**src/guard_pkg.sv**
```systemverilog
// Package of constants and frame type for node life guarding
`default_nettype none
package guard_pkg;
	typedef struct packed {
		logic [10:0] id;
		logic rtr;
		logic [3:0] dlc;
		logic [63:0] data;
	} can_frame_t;
	typedef enum logic [1:0] {W8, W16, W32} size_t;
	localparam int CLK_NS = 8;
	localparam int MS_NS = 1_000_000;
	localparam int CYC_PER_MS = MS_NS / CLK_NS;
	localparam logic [15:0] IDX_ERR_FLAGS = 16'h1001;
	localparam logic [15:0] IDX_ERR_HIST = 16'h1003;
	localparam logic [15:0] IDX_PDO_CNT = 16'h1004;
	localparam logic [15:0] IDX_SYNC_ID = 16'h1005;
	localparam logic [15:0] IDX_STATION = 16'h100b;
	localparam logic [15:0] IDX_POLL_IVL = 16'h100c;
	localparam logic [15:0] IDX_MULT = 16'h100d;
	localparam logic [15:0] IDX_GUARD_ID = 16'h100e;
	localparam logic [15:0] IDX_SDO_CNT = 16'h100f;
	localparam logic [15:0] IDX_ALARM_ID = 16'h1014;
	localparam logic [7:0] ERR_HIST_RST = 8'h0a;
	localparam logic [7:0] PDO_SUB_MAX = 8'h02;
	localparam logic [31:0] PDO_CNT_RST = 32'h0005_000a;
	localparam logic [31:0] SYNC_ID_RST = 32'h0000_0080;
	localparam logic [15:0] POLL_IVL_RST = 16'h03e8;
	localparam logic [7:0] MULT_RST = 8'h03;
	localparam logic [31:0] SDO_CNT_RST = 32'h0001_0001;
	localparam logic [10:0] GUARD_BASE = 11'h700;
	localparam logic [10:0] ALARM_BASE = 11'h080;
	localparam logic [10:0] SDO_RX_BASE = 11'h600;
	localparam logic [10:0] SDO_TX_BASE = 11'h580;
	localparam logic [6:0] ST_PREOP = 7'h04;
	localparam logic [6:0] ST_OPER = 7'h05;
	localparam logic [63:0] ALARM_DATA = 64'h0000_0010_0001_0010;
	localparam logic [3:0] SDO_DLC = 4'h8;
	localparam logic [3:0] GUARD_DLC = 4'h1;
	localparam logic [7:0] CMD_RD = 8'h40;
	localparam logic [7:0] CMD_WR8 = 8'h2f;
	localparam logic [7:0] CMD_WR16 = 8'h2b;
	localparam logic [7:0] CMD_WR32 = 8'h23;
	localparam logic [7:0] RSP_WR = 8'h60;
	localparam logic [7:0] RSP_RD8 = 8'h4f;
	localparam logic [7:0] RSP_RD16 = 8'h4b;
	localparam logic [7:0] RSP_RD32 = 8'h43;
	localparam logic [7:0] RSP_ABORT = 8'h80;
	localparam logic [31:0] ABORT_NO_OBJ = 32'h0602_0000;
	localparam logic [31:0] ABORT_RO = 32'h0601_0002;
	localparam logic [31:0] ABORT_CMD = 32'h0504_0001;
	localparam int ERR_GEN_BIT = 0;
	localparam int ERR_COMM_BIT = 4;
endpackage
`default_nettype wire

```
**src/node_life_guarding.sv**
```systemverilog
// Node guarding responder, master supervision and comm objects
// Summary of operation
// - A remote frame on the guarding id is answered with state and toggle.
// - The reply state code is 4 in pre-operational and 5 in operational.
// - The toggle is bit 7, 0 in the first reply and after a timeout, inverted in every next.
// - Timeout in ms is the poll interval times the timeout multiplier.
// - A zero interval or zero multiplier switches supervision off.
// - Supervision starts at the first poll; each later poll is timed.
// - On timeout the outputs go to error status and an alarm is sent.
// - The alarm frame holds 10 00 01 00 10 00 00 00 on the alarm id.
// - After a timeout a fresh poll resumes answering and supervision.
// - The guarding id is 0x700 plus station number unless rewritten.
// - The alarm id is a 32-bit rw entry, default 0x80 plus station.
// - Each entry is addressed by a 16-bit index and 8-bit subindex.
// - Entries are read and written by 8-byte SDO frames.
`timescale 1ns/1ns
`default_nettype none
module node_life_guarding import guard_pkg::*; #(
	parameter int CYC_MS = CYC_PER_MS
) (
	input wire logic clk,
	input wire logic arst_n,
	input wire logic [6:0] station_number,
	input wire logic operational,
	input wire logic rx_valid,
	input wire can_frame_t rx_frame,
	output logic tx_valid,
	input wire logic tx_ready,
	output can_frame_t tx_frame,
	output logic outputs_error,
	output logic guarding_active
);
	typedef enum logic [1:0] {G_IDLE, G_WATCH, G_LOST} gstate_t;

	function automatic can_frame_t mk_frame(input logic [10:0] id,
		input logic [3:0] dlc, input logic [63:0] data);
		can_frame_t f;
		f.id = id;
		f.rtr = 1'b0;
		f.dlc = dlc;
		f.data = data;
		return f;
	endfunction

	function automatic logic [63:0] sdo_abort(input logic [23:0] at,
		input logic [31:0] code);
		return {code, at, RSP_ABORT};
	endfunction

	gstate_t g_q;
	logic [31:0] pre_q;
	logic [23:0] ms_q;
	logic toggle_q, oerr_q;
	logic gp_q, sp_q, ap_q, tx_valid_q;
	can_frame_t tx_frame_q;
	logic [63:0] sdo_rsp_q;
	logic [31:0] sync_q, guard_cob_q, alarm_cob_q;
	logic guard_set_q, alarm_set_q;
	logic [15:0] poll_ivl_q;
	logic [7:0] mult_q;
	logic [10:0] guard_id, alarm_id, sdo_rx_id, sdo_tx_id;
	logic [23:0] life_ms;
	logic poll, sdo_req, sup_on, expire;
	logic ld_a, ld_g, ld_s;
	logic [15:0] idx;
	logic [7:0] sub, cmd;
	logic [31:0] wval, rd_val;
	logic [7:0] err_flags;
	size_t rd_w;
	logic hit, rw, is_wr;
	logic [6:0] code;

	// Identifiers, rewritten values override the station defaults
	assign guard_id = guard_set_q ? guard_cob_q[10:0]
		: GUARD_BASE + {4'h0, station_number};
	assign alarm_id = alarm_set_q ? alarm_cob_q[10:0]
		: ALARM_BASE + {4'h0, station_number};
	assign sdo_rx_id = SDO_RX_BASE + {4'h0, station_number};
	assign sdo_tx_id = SDO_TX_BASE + {4'h0, station_number};

	// Incoming frame classification
	assign poll = rx_valid && rx_frame.rtr
		&& rx_frame.id == guard_id;
	assign sdo_req = rx_valid && !rx_frame.rtr && rx_frame.id == sdo_rx_id
		&& rx_frame.dlc == SDO_DLC;
	assign cmd = rx_frame.data[7:0];
	assign idx = rx_frame.data[23:8];
	assign sub = rx_frame.data[31:24];
	assign wval = rx_frame.data[63:32];
	assign is_wr = cmd == CMD_WR8 || cmd == CMD_WR16 || cmd == CMD_WR32;

	// Supervision window in ms
	assign life_ms = 24'(poll_ivl_q) * 24'(mult_q);
	assign sup_on = poll_ivl_q != 16'h0000 && mult_q != 8'h00;
	assign expire = g_q == G_WATCH && sup_on && ms_q >= life_ms
		&& !poll;

	// Guarding state: idle until first poll, watched, or lost
	always_ff @(posedge clk or negedge arst_n) begin
		if (!arst_n) begin
			g_q <= G_IDLE;
		end else begin
			case (g_q)
				G_IDLE: begin
					if (poll) g_q <= G_WATCH;
				end
				G_WATCH: begin
					if (expire) g_q <= G_LOST;
				end
				G_LOST: begin
					if (poll) g_q <= G_WATCH;
				end
				default: g_q <= G_IDLE;
			endcase
		end
	end

	// Millisecond prescaler and elapsed-ms counter
	always_ff @(posedge clk or negedge arst_n) begin
		if (!arst_n) begin
			pre_q <= '0;
			ms_q <= '0;
		end else if (poll || g_q != G_WATCH || !sup_on) begin
			pre_q <= '0;
			ms_q <= '0;
		end else if (pre_q == 32'(CYC_MS - 1)) begin
			pre_q <= '0;
			ms_q <= ms_q + 24'h00_0001;
		end else begin
			pre_q <= pre_q + 32'h0000_0001;
		end
	end

	// Toggle bit flips per reply sent, cleared by a timeout
	always_ff @(posedge clk or negedge arst_n) begin
		if (!arst_n) begin
			toggle_q <= 1'b0;
		end else if (expire) begin
			toggle_q <= 1'b0;
		end else if (ld_g) begin
			toggle_q <= !toggle_q;
		end
	end

	// Outputs forced to error status until guarding resumes
	always_ff @(posedge clk or negedge arst_n) begin
		if (!arst_n) begin
			oerr_q <= 1'b0;
		end else if (expire) begin
			oerr_q <= 1'b1;
		end else if (poll && g_q == G_LOST) begin
			oerr_q <= 1'b0;
		end
	end

	// Transmit loader: alarm first, then guard reply, then SDO answer
	assign ld_a = !tx_valid_q && ap_q;
	assign ld_g = !tx_valid_q && !ap_q && gp_q;
	assign ld_s = !tx_valid_q && !ap_q && !gp_q && sp_q;

	// Pending requests, a new request wins over the load
	always_ff @(posedge clk or negedge arst_n) begin
		if (!arst_n) begin
			ap_q <= 1'b0;
			gp_q <= 1'b0;
			sp_q <= 1'b0;
		end else begin
			ap_q <= expire || (ap_q && !ld_a);
			gp_q <= poll || (gp_q && !ld_g);
			sp_q <= sdo_req || (sp_q && !ld_s);
		end
	end

	assign code = operational ? ST_OPER : ST_PREOP;

	// Output frame register
	always_ff @(posedge clk or negedge arst_n) begin
		if (!arst_n) begin
			tx_valid_q <= 1'b0;
			tx_frame_q <= '0;
		end else if (tx_valid_q) begin
			if (tx_ready) tx_valid_q <= 1'b0;
		end else if (ld_a) begin
			tx_valid_q <= 1'b1;
			tx_frame_q <= mk_frame(alarm_id, SDO_DLC, ALARM_DATA);
		end else if (ld_g) begin
			tx_valid_q <= 1'b1;
			tx_frame_q <= mk_frame(guard_id, GUARD_DLC,
				{56'h0, toggle_q, code});
		end else if (ld_s) begin
			tx_valid_q <= 1'b1;
			tx_frame_q <= mk_frame(sdo_tx_id, SDO_DLC, sdo_rsp_q);
		end
	end

	assign err_flags = (8'(oerr_q) << ERR_COMM_BIT)
		| (8'(oerr_q) << ERR_GEN_BIT);

	// Object lookup by index and subindex
	always_comb begin
		rd_val = '0;
		rd_w = W32;
		hit = sub == 8'h00;
		rw = 1'b0;
		case (idx)
			IDX_ERR_FLAGS: begin
				rd_val = {24'h0, err_flags};
				rd_w = W8;
			end
			IDX_ERR_HIST: begin
				hit = sub <= ERR_HIST_RST;
				if (sub == 8'h00) rd_w = W8;
				rd_val = sub == 8'h00 ? {24'h0, ERR_HIST_RST} : '0;
			end
			IDX_PDO_CNT: begin
				hit = sub <= PDO_SUB_MAX;
				rd_val = PDO_CNT_RST;
			end
			IDX_SYNC_ID: begin
				rd_val = sync_q;
				rw = 1'b1;
			end
			IDX_STATION: rd_val = {25'h0, station_number};
			IDX_POLL_IVL: begin
				rd_val = {16'h0, poll_ivl_q};
				rd_w = W16;
				rw = 1'b1;
			end
			IDX_MULT: begin
				rd_val = {24'h0, mult_q};
				rd_w = W8;
				rw = 1'b1;
			end
			IDX_GUARD_ID: begin
				rd_val = guard_set_q ? guard_cob_q : {21'h0, guard_id};
				rw = 1'b1;
			end
			IDX_SDO_CNT: rd_val = SDO_CNT_RST;
			IDX_ALARM_ID: begin
				rd_val = alarm_set_q ? alarm_cob_q : {21'h0, alarm_id};
				rw = 1'b1;
			end
			default: hit = 1'b0;
		endcase
	end

	// SDO answer built when the request arrives
	always_ff @(posedge clk or negedge arst_n) begin
		if (!arst_n) begin
			sdo_rsp_q <= '0;
		end else if (sdo_req) begin
			if (!hit)
				sdo_rsp_q <= sdo_abort({sub, idx}, ABORT_NO_OBJ);
			else if (cmd == CMD_RD)
				sdo_rsp_q <= {rd_val, sub, idx, rd_w == W8 ? RSP_RD8
					: rd_w == W16 ? RSP_RD16 : RSP_RD32};
			else if (is_wr && rw)
				sdo_rsp_q <= {32'h0, sub, idx, RSP_WR};
			else if (is_wr)
				sdo_rsp_q <= sdo_abort({sub, idx}, ABORT_RO);
			else
				sdo_rsp_q <= sdo_abort({sub, idx}, ABORT_CMD);
		end
	end

	// Writable communication objects
	always_ff @(posedge clk or negedge arst_n) begin
		if (!arst_n) begin
			sync_q <= SYNC_ID_RST;
			poll_ivl_q <= POLL_IVL_RST;
			mult_q <= MULT_RST;
			guard_cob_q <= '0;
			alarm_cob_q <= '0;
			guard_set_q <= 1'b0;
			alarm_set_q <= 1'b0;
		end else if (sdo_req && is_wr && hit && rw) begin
			case (idx)
				IDX_SYNC_ID: sync_q <= wval;
				IDX_POLL_IVL: poll_ivl_q <= wval[15:0];
				IDX_MULT: mult_q <= wval[7:0];
				IDX_GUARD_ID: begin
					guard_cob_q <= wval;
					guard_set_q <= 1'b1;
				end
				IDX_ALARM_ID: begin
					alarm_cob_q <= wval;
					alarm_set_q <= 1'b1;
				end
				default: sync_q <= sync_q;
			endcase
		end
	end

	assign tx_valid = tx_valid_q;
	assign tx_frame = tx_frame_q;
	assign outputs_error = oerr_q;
	assign guarding_active = g_q == G_WATCH;
endmodule
`default_nettype wire

```
**config.mk**
```make
export PLATFORM = sky130hd
export DESIGN_NAME = node_life_guarding
export DESIGN_NICKNAME = d
export VERILOG_FILES = /design/src/guard_pkg.sv /design/src/node_life_guarding.sv
export SDC_FILE = /design/constraint.sdc
export NUM_CORES = 1
export LEC_CHECK = 0
export BUFFER_PORTS_ARGS = -buffer_cell sky130_fd_sc_hd__buf_2
export CORE_ASPECT_RATIO = 1.25
export CORE_MARGIN = 4
export CORE_UTILIZATION = 50
export CTS_BUF_LIST = sky130_fd_sc_hd__clkbuf_4 sky130_fd_sc_hd__clkbuf_8
export DETAILED_ROUTE_END_ITERATION = 16
export PLACE_DENSITY = 0.69
export SLEW_MARGIN = 10
export SYNTH_ARGS = -nofsm -noshare
export SYNTH_HDL_FRONTEND = slang
export SYNTH_SLANG_ARGS = --single-unit
```
**constraint.sdc**
```tcl
create_clock -name clk -period 14.61 [get_ports clk]
set_clock_uncertainty 0.15 [all_clocks]
set_input_delay 1.461 -clock clk [delete_from_list [all_inputs] [get_ports clk]]
set_output_delay 1.461 -clock clk [all_outputs]
set_load 0.02 [all_outputs]
```
==> impl_results.md, run 1 <==
- Via count: about 15000
- Avg WL per Cell: around 19 µm
- Placed cell count: between 2000 and 2500
- Yosys warns: 0
- Initial Util: 0.5073
- Most common cell in the synthesized netlist: dfrtp_1
- Crit end category: flip-flop
- Crit-path max cell delay: 0.68 ns
- Post-route cell area: 21850 µm²
- P_leak: approximately 11 nW
- Clock Tree Root: clkbuf_8
- Layout Nets: 2263
- Initial drt markers: 851
- PD cells: 91.58 nW/µm²
- Clock sink count: 325
- CTS tree: built
- Async S/R FF share, synth: 1.000
- Critical Path RT: 14.94 ns
- DR WL met2: approximately 24 mm
- Die Width: 184.2 µm
- Mapped Cells: 1882
- Final worst path period share: 0.4701
- Worst slew pin tran: ~1.1 ns
- Post-DP HPWL: around 36 mm
- Crit Path Category: flip-flop to flip-flop
- Largest net degree at the start of global routing: ~120
- Top Layer Used: met4
- Tot Pwr: 2.001 mW
- Number of remaining DRC errors: 0
- Fraction of layout cells with a size suffix above 1: 0.2085
- Most frequent CP cell: fa_1
- Internal Power: 1.510 mW
- Area grow syn2layout: 12.63%
- I/O Buffers: 171
- Setup-failing EPs final: 0
- Top cell type's share of synthesized area: 0.4077
- Part of the power in registers: 0.470
- Placed standard-cell area: between 20000 and 25000 µm²
- Yosys cell types: 83
- CP max FO: 19
- Drt total wl: 49.32 mm
- Final min period: 6.868 ns
- Met1 WL: just over 20 mm
- Most frequent cells after synthesis: 316 x dfrtp_1, 205 x nand2_1, 139 x inv_1
- FF-to-FF setup slack: ~7.7 ns
- RePlAce Congestion: between 0.9 and 1
- Worst vdd ir: a little over 0.06 mV
- Global-route usage over all layers: 0.2354
- Row cnt: 80
- Sw Share: 0.2453
- Filler cells: 3331
- Synth Register Bits: roughly 330
- Post-synthesis sequential area ratio: 0.4199
- Critical Path AT: 7.20 ns
- Vias per cell: 5.751
- PostCTS Resize Cnt: 0
- Logic pwr share: 0.069
- Cells along the critical path: nand2_1 -> fa_1 -> fa_1 -> inv_1 -> fa_1 -> inv_1 -> fa_1 -> inv_1 -> ha_1 -> o21ai_0 -> o21ai_0 -> a21boi_0 -> a221o_1 -> a21o_1 -> a311o_1 -> ha_1 -> nand4_1 -> nor4_1 -> o211ai_1 -> o211ai_1 -> o21bai_1 -> and2_1
- Yosys top cell by area: dfrtp_1
- First-pass GRT wire length: 80.99 mm
- Routed Antenna Nets: 0
- Slowest cell on crit path: dfrtp_1
- Startpoint types: flip-flop
- Ranking of synthesized cells by area: dfrtp_1 41%, fa_1 8.7%, mux2_2 6.4%
- Ys flop type: dfrtp_1
- Slew headroom: 0.2738
- Vias in the first global route: 14980
- Final TNS setup: 0 ns
- Cts-stage hold buffer count: 0
- Run status: complete, no violations
- Die area: around 42000 µm²
- Avg Inst Size Synth: between 10 and 15 µm²
- First-pass DRT Iterations: 5
- Clk pwr share: 0.461
- Clock latency on the worst-skew pair: between 0.6 and 0.7 ns
- RSZ-0062 raised after global routing: false
- Number of hold violations in the final report: 0
- Clock buffer depth: 3
- Num CTS Buffers: 52
- Fmax: 145.6 MHz
- Initial antenna violation count: 1
- Core area: 38240 µm²
- Routed wl met3: approximately 2.5 mm
- Max-slew violations: 0
- Mapped cell area: slightly below 20000 µm²
- H-Tree Depth: 2
- Grt total ovfl: 0
- Post-Layout Cell Count: 2552
- Setup bufs post-CTS: 0
- P_sw: about 0.5 mW
- I/O pin count: 175
- EDFF count, synth: 0
- Worst min-delay path category: flip-flop to flip-flop
- Die Y: between 200 and 250 µm
- MaxCap Viol Count: 0
- Clock slew seen by the registers of the worst setup and hold paths: 0.06 ns
cell type report:
cell class	count	area (µm²)	share of cell area
clock buffers	77	1016	0.04650
inverters	139	521.8	0.02388
diodes	2	5.005	0.0002291
flip-flops and latches	325	8144	0.3728
multi-input cells	1312	10310	0.4720
well taps	492	615.6	0.02818
repair buffers	187	985.9	0.04513
clock inverters	18	246.5	0.01128
per-layer routing:
metal | track usage | vias up
met2 | 0.3976 | 412
met4 | 0.08299 | 0
li1 | - | 6802
met3 | 0.03330 | 117
met5 | 0 | -
met1 | 0.3102 | 7346
sequential cells by signal, indices dropped and copies added (netlist names), 2 cells and up:
name         flops
mult_q           8
ms_q            24
g_q              2
guard_cob_q     32
tx_frame        77
pre_q           32
sdo_rsp_q       62
sync_q          32
poll_ivl_q      16
alarm_cob_q     32
worst max-delay path: cells and delay by family, from the launching register on:
family	cells	cell delay, ns
DFF	1	0.68
buffers and inverters	3	0.17
adders and majority gates	6	2.79
and+or+nand+nor	4	0.95
AOI/OAI and AO/OA	9	2.00
worst paths after layout:
kind                           endpoint  startpoint  depth (start not counted)
max                            toggle_q   mult_q[7]                         22
min                              g_q[0]      g_q[0]                          1
max reg2reg                    toggle_q   mult_q[7]                         22
min reg2reg                      g_q[0]      g_q[0]                          1
max in group asynchronous    sync_q[30]      arst_n                          3
min in group asynchronous  tx_frame[21]      arst_n                          1
cell families (layout without fill, tap and decap cells):
family	after synthesis	after routing	synth area share
and+or+nand+nor	608	608	0.1595
DFF	325	325	0.4199
other	1	5	0.0001933
buffers and inverters	247	421	0.05134
muxes	140	140	0.07998
AOI/OAI and AO/OA	327	327	0.1211
adders and majority gates	154	154	0.1318
xor gates and xnor gates	80	80	0.03612
layout by cell type (no fill, tap or decap), types with 10 or more instances in the layout:
cell	count
a22o_1	76
nand4_1	17
buf_2	170
xor2_1	31
and3_1	14
fa_1	84
inv_1	139
and2_1	103
nand2_1	205
nor2_1	104
dfrtp_1	316
ha_1	70
clkbuf_8	70
buf_4	16
xnor2_1	49
a221oi_1	12
nor3_1	24
o21ai_0	64
a21oi_1	71
mux2i_1	20
a211o_1	12
nand3_1	39
nor2b_1	10
nor4_1	24
mux2_2	111
power by group through the flow:
stage | Clock (mW) | Sequential (mW) | Combinational [mW]
6_report | 0.922 | 0.940 | 0.139
5_1_grt | 0.982 | 0.941 | 0.151
4_1_cts | 0.942 | 0.939 | 0.141
3_5_place_dp | 0 | 0.955 | 0.140
3_3_place_gp | 0 | 0.955 | 0.138
2_1_floorplan | 0 | 0.981 | 0.0368
stage by stage:
step	setup slack (ns)	utilization	hold slack, ns
detailed placement	7.736	0.5382	0.3008
CTS	7.680	0.5712	0.3068
floorplan	8.383	-	0.2710
finish	7.742	0.5714	0.2996
global route	7.308	0.5713	0.3299
global placement	7.847	0.5382	0.2822
(Power assumes the default switching activity.)
==> run 2: changes to the inputs <==
--- a/config.mk
+++ b/config.mk
@@ -11,7 +11,7 @@
 export CORE_UTILIZATION = 50
 export CTS_BUF_LIST = sky130_fd_sc_hd__clkbuf_4 sky130_fd_sc_hd__clkbuf_8
 export DETAILED_ROUTE_END_ITERATION = 16
-export PLACE_DENSITY = 0.69
+export PLACE_DENSITY = 0.72
 export SLEW_MARGIN = 10
 export SYNTH_ARGS = -nofsm -noshare
 export SYNTH_HDL_FRONTEND = slang
==> constraint.sdc (replaced) <==
create_clock -name clk -period 5.65 [get_ports clk]
set_clock_uncertainty 0.15 [all_clocks]
set_input_delay 0.565 -clock clk [delete_from_list [all_inputs] [get_ports clk]]
set_output_delay 0.565 -clock clk [all_outputs]
set_load 0.02 [all_outputs]
==> run 2 against run 1 <==
Clock power is 130% higher; via count is 3.3% higher; fmax is 11% higher; the run now ends with setup timing left; critical path depth stayed put; register-to-register slack worse by 8.3 ns.
==> impl_results.md, run 2 (same netlist as run 1, synthesis figures left out) <==
- Run status: complete, but fails checks (was complete, no violations)
- Failing checks: setup timing
- I/O Buffers: 171 (unchanged)
- Filler cells: 3203 (was 3331)
- Startpoint types: flip-flop (unchanged)
- Via count: 15162 (was 14677)
- Avg WL per Cell: 19.17 µm (was 19.32 µm)
- R2R cell count: 22 (unchanged)
- Drt total wl: 51.46 mm (was 49.32 mm)
- Hold_ws: 0.02653 ns (was 0.2996 ns)
- P_leak: 11.32 nW (was 10.73 nW)
- Area grow syn2layout: 18.89% (was 12.63%)
- Number of hold violations in the final report: 0 (unchanged)
- Final min period: 6.212 ns (was 6.868 ns)
- Worst Hold Depth: 3 (was 1)
- Worst slew pin tran: 1.125 ns (was 1.079 ns)
- Clk pwr share: 0.425 (was 0.461)
- Internal Power: 3.659 mW (was 1.510 mW)
- CTS tree: built (unchanged)
- Part of the power in registers: 0.496 (was 0.470)
- PD cells: 212.0 nW/µm² (was 91.58 nW/µm²)
- Row cnt: 80 (unchanged)
- Crit end category: flip-flop (unchanged)
- Max reg flops: 77 (unchanged)
- Worst min-delay path category: input port to flip-flop (was flip-flop to flip-flop)
- Post-Layout Cell Count: 2685 (was 2552)
- Logic pwr share: 0.078 (was 0.069)
- Clock latency on the worst-skew pair: 0.64 ns (was 0.62 ns)
- I/O pin count: 175 (unchanged)
- First-pass GRT wire length: 84.15 mm (was 80.99 mm)
- Most common cell after layout, fill and taps aside: dfrtp_1 (unchanged)
- Worst hold start: rx_frame[22] (was g_q[0])
- Final worst path period share: 1.099 (was 0.4701)
- Clock slew seen by the registers of the worst setup and hold paths: 0.06 ns (about the same)
- Placed cell count: 2554 (was 2455)
- Critical Path RT: 6.03 ns (was 14.94 ns)
- Final TNS setup: -2.651 ns (was 0 ns)
- Global-route usage over all layers: 0.2459 (was 0.2354)
- Reg-to-reg critical path endpoint: toggle_q (unchanged)
- Max-slew violations: 0 (unchanged)
- Largest net degree at the start of global routing: 130 (was 117)
- Die Y: 228.2 µm (unchanged)
- P_sw: 1.230 mW (was 0.4907 mW)
- Final Util: 0.6031 (was 0.5714)
- CP max FO: 8 (was 19)
- Clock Tree Root: clkbuf_8 (unchanged)
- Crit Path Category: flip-flop to flip-flop (unchanged)
- WHS Endpoint: sdo_rsp_q[22] (was g_q[0])
- Reg2reg start: poll_ivl_q[6] (was mult_q[7])
- Die area: 42030 µm² (unchanged)
- Die Width: 184.2 µm (unchanged)
- Grt total ovfl: 0 (unchanged)
- Fraction of layout cells with a size suffix above 1: 0.2712 (was 0.2085)
- First-pass DRT Iterations: 6 (was 5)
- Multi-input logic area: 10580 µm² (was 10310 µm²)
- FF-to-FF setup slack: -0.56 ns (was 7.74 ns)
- Setup WS post-layout: -0.5617 ns (was 7.742 ns)
- Vias per cell: 5.647 (was 5.751)
- Initial Util: 0.5073 (unchanged)
- Slew headroom: 0.2434 (was 0.2738)
- Number of remaining DRC errors: 0 (unchanged)
- Worst vdd ir: 0.1864 mV (was 0.06034 mV)
- Setup-failing EPs final: 5 (was 0)
- Reg area: 8152 µm² (was 8144 µm²)
- Num CTS Buffers: 51 (was 52)
- Fmax: 161.0 MHz (was 145.6 MHz)
- Vias in the first global route: 16030 (was 14980)
- Clock sink count: 325 (unchanged)
- Clock buffer depth: 3 (unchanged)
- Initial antenna violation count: 3 (was 1)
- MaxCap Viol Count: 0 (unchanged)
- Routed Antenna Nets: 0 (unchanged)
- Initial drt markers: 1070 (was 851)
- H-Tree Depth: 2 (unchanged)
- RePlAce Congestion: 0.9225 (was 0.9157)
- Post-DP HPWL: 37.77 mm (was 35.97 mm)
- Layout Nets: 2400 (was 2263)
- Sw Share: 0.2516 (was 0.2453)
- Most frequent cells in the layout: 310 x dfrtp_1, 200 x nand2_1, 170 x buf_2 (was 316 x dfrtp_1, 205 x nand2_1, 170 x buf_2)
- RSZ-0062 raised after global routing: true (was false)
- Core area: 38240 µm² (unchanged)
- Critical Path AT: 6.59 ns (was 7.20 ns)
==> run 2: changes by cell type in the layout (fill, tap and decap cells not counted), sizes merged <==
cell,delta
clkinv,-8
inv,+2
dlygate4sd3,+27
bufinv,-5
diode,+1
clkbuf,+6
buf,+110
==> run 2: area by class of cell <==
cell class,count,share of cell area
tap,492,0.02669
timing repair buffer,325,0.09169
clock inverter,7,0.002767
sequential,325,0.3535
inverter,139,0.02262
clock buffer,82,0.04351
antenna,3,0.0003255
multi-input combinational,1312,0.4589
==> run 2: critical path, cell delays in order, from the launching register on <==
cell and delay [ns]:
dfstp_2 0.62, and2_1 0.17, fa_1 0.45, fa_1 0.52, fa_1 0.56, inv_2 0.04
fa_1 0.49, inv_2 0.05, ha_4 0.27, nand3_2 0.07, o21ba_4 0.22, a21boi_2 0.05
a221o_1 0.43, a21o_1 0.22, a311o_1 0.29, ha_4 0.28, nand4_1 0.13, nor4_2 0.37
o211ai_1 0.13, o211ai_1 0.17, o21bai_1 0.08, buf_4 0.17, and2_4 0.15
==> run 2: worst max-delay path by stage <==
stage                       start       end  slack (ns)  depth (start not counted)
floorplan               mult_q[4]  toggle_q       -0.03                         21
global placement        mult_q[2]  toggle_q       -0.47                         23
detailed placement      mult_q[3]  toggle_q       -0.51                         23
CTS                 poll_ivl_q[8]  toggle_q       -0.50                         22
global route        poll_ivl_q[5]  toggle_q       -0.79                         22
finish              poll_ivl_q[6]  toggle_q       -0.56                         22
==> run 2: power groups by stage <==
stage | registers [mW] | clock network [mW] | logic [mW]
2_1_floorplan | 2.54 | 0 | 0.0950
3_3_place_gp | 2.47 | 0 | 0.360
3_5_place_dp | 2.47 | 0 | 0.365
4_1_cts | 2.43 | 2.13 | 0.381
5_1_grt | 2.43 | 2.24 | 0.413
6_report | 2.43 | 2.08 | 0.383
==> run 2: repair_timing <==
| action | CTS | global route |
|---|---|---|
| buffers inserted | 3 | 9 |
| hold endpoints to repair | 155 | 0 |
| gates resized for setup | 6 | 27 |
| pin swaps | 1 | 20 |
| hold buffers | 27 | 0 |
| setup endpoints to repair | 5 | 5 |
==> run 2: metal layers <==
layer | up-vias | part of all wire | GRT usage
met3 | 131 | 0.055 | 0.03824
met5 | - | 0.00025 | 0
met1 | 7536 | 0.40 | 0.3034
met4 | 2 | 0.045 | 0.1061
met2 | 442 | 0.50 | 0.4258
li1 | 7051 | - | -
==> run 2: metrics by stage <==
stage | setup WS [ns] | total power [mW] | instance area, µm²
3_3_place_gp | -0.4684 | 2.825 | 21530
6_report | -0.5617 | 4.889 | 23060
5_1_grt | -0.7888 | 5.084 | 23050
4_1_cts | -0.4975 | 4.938 | 22900
3_5_place_dp | -0.5103 | 2.832 | 21530
2_1_floorplan | -0.03329 | 2.632 | 19710
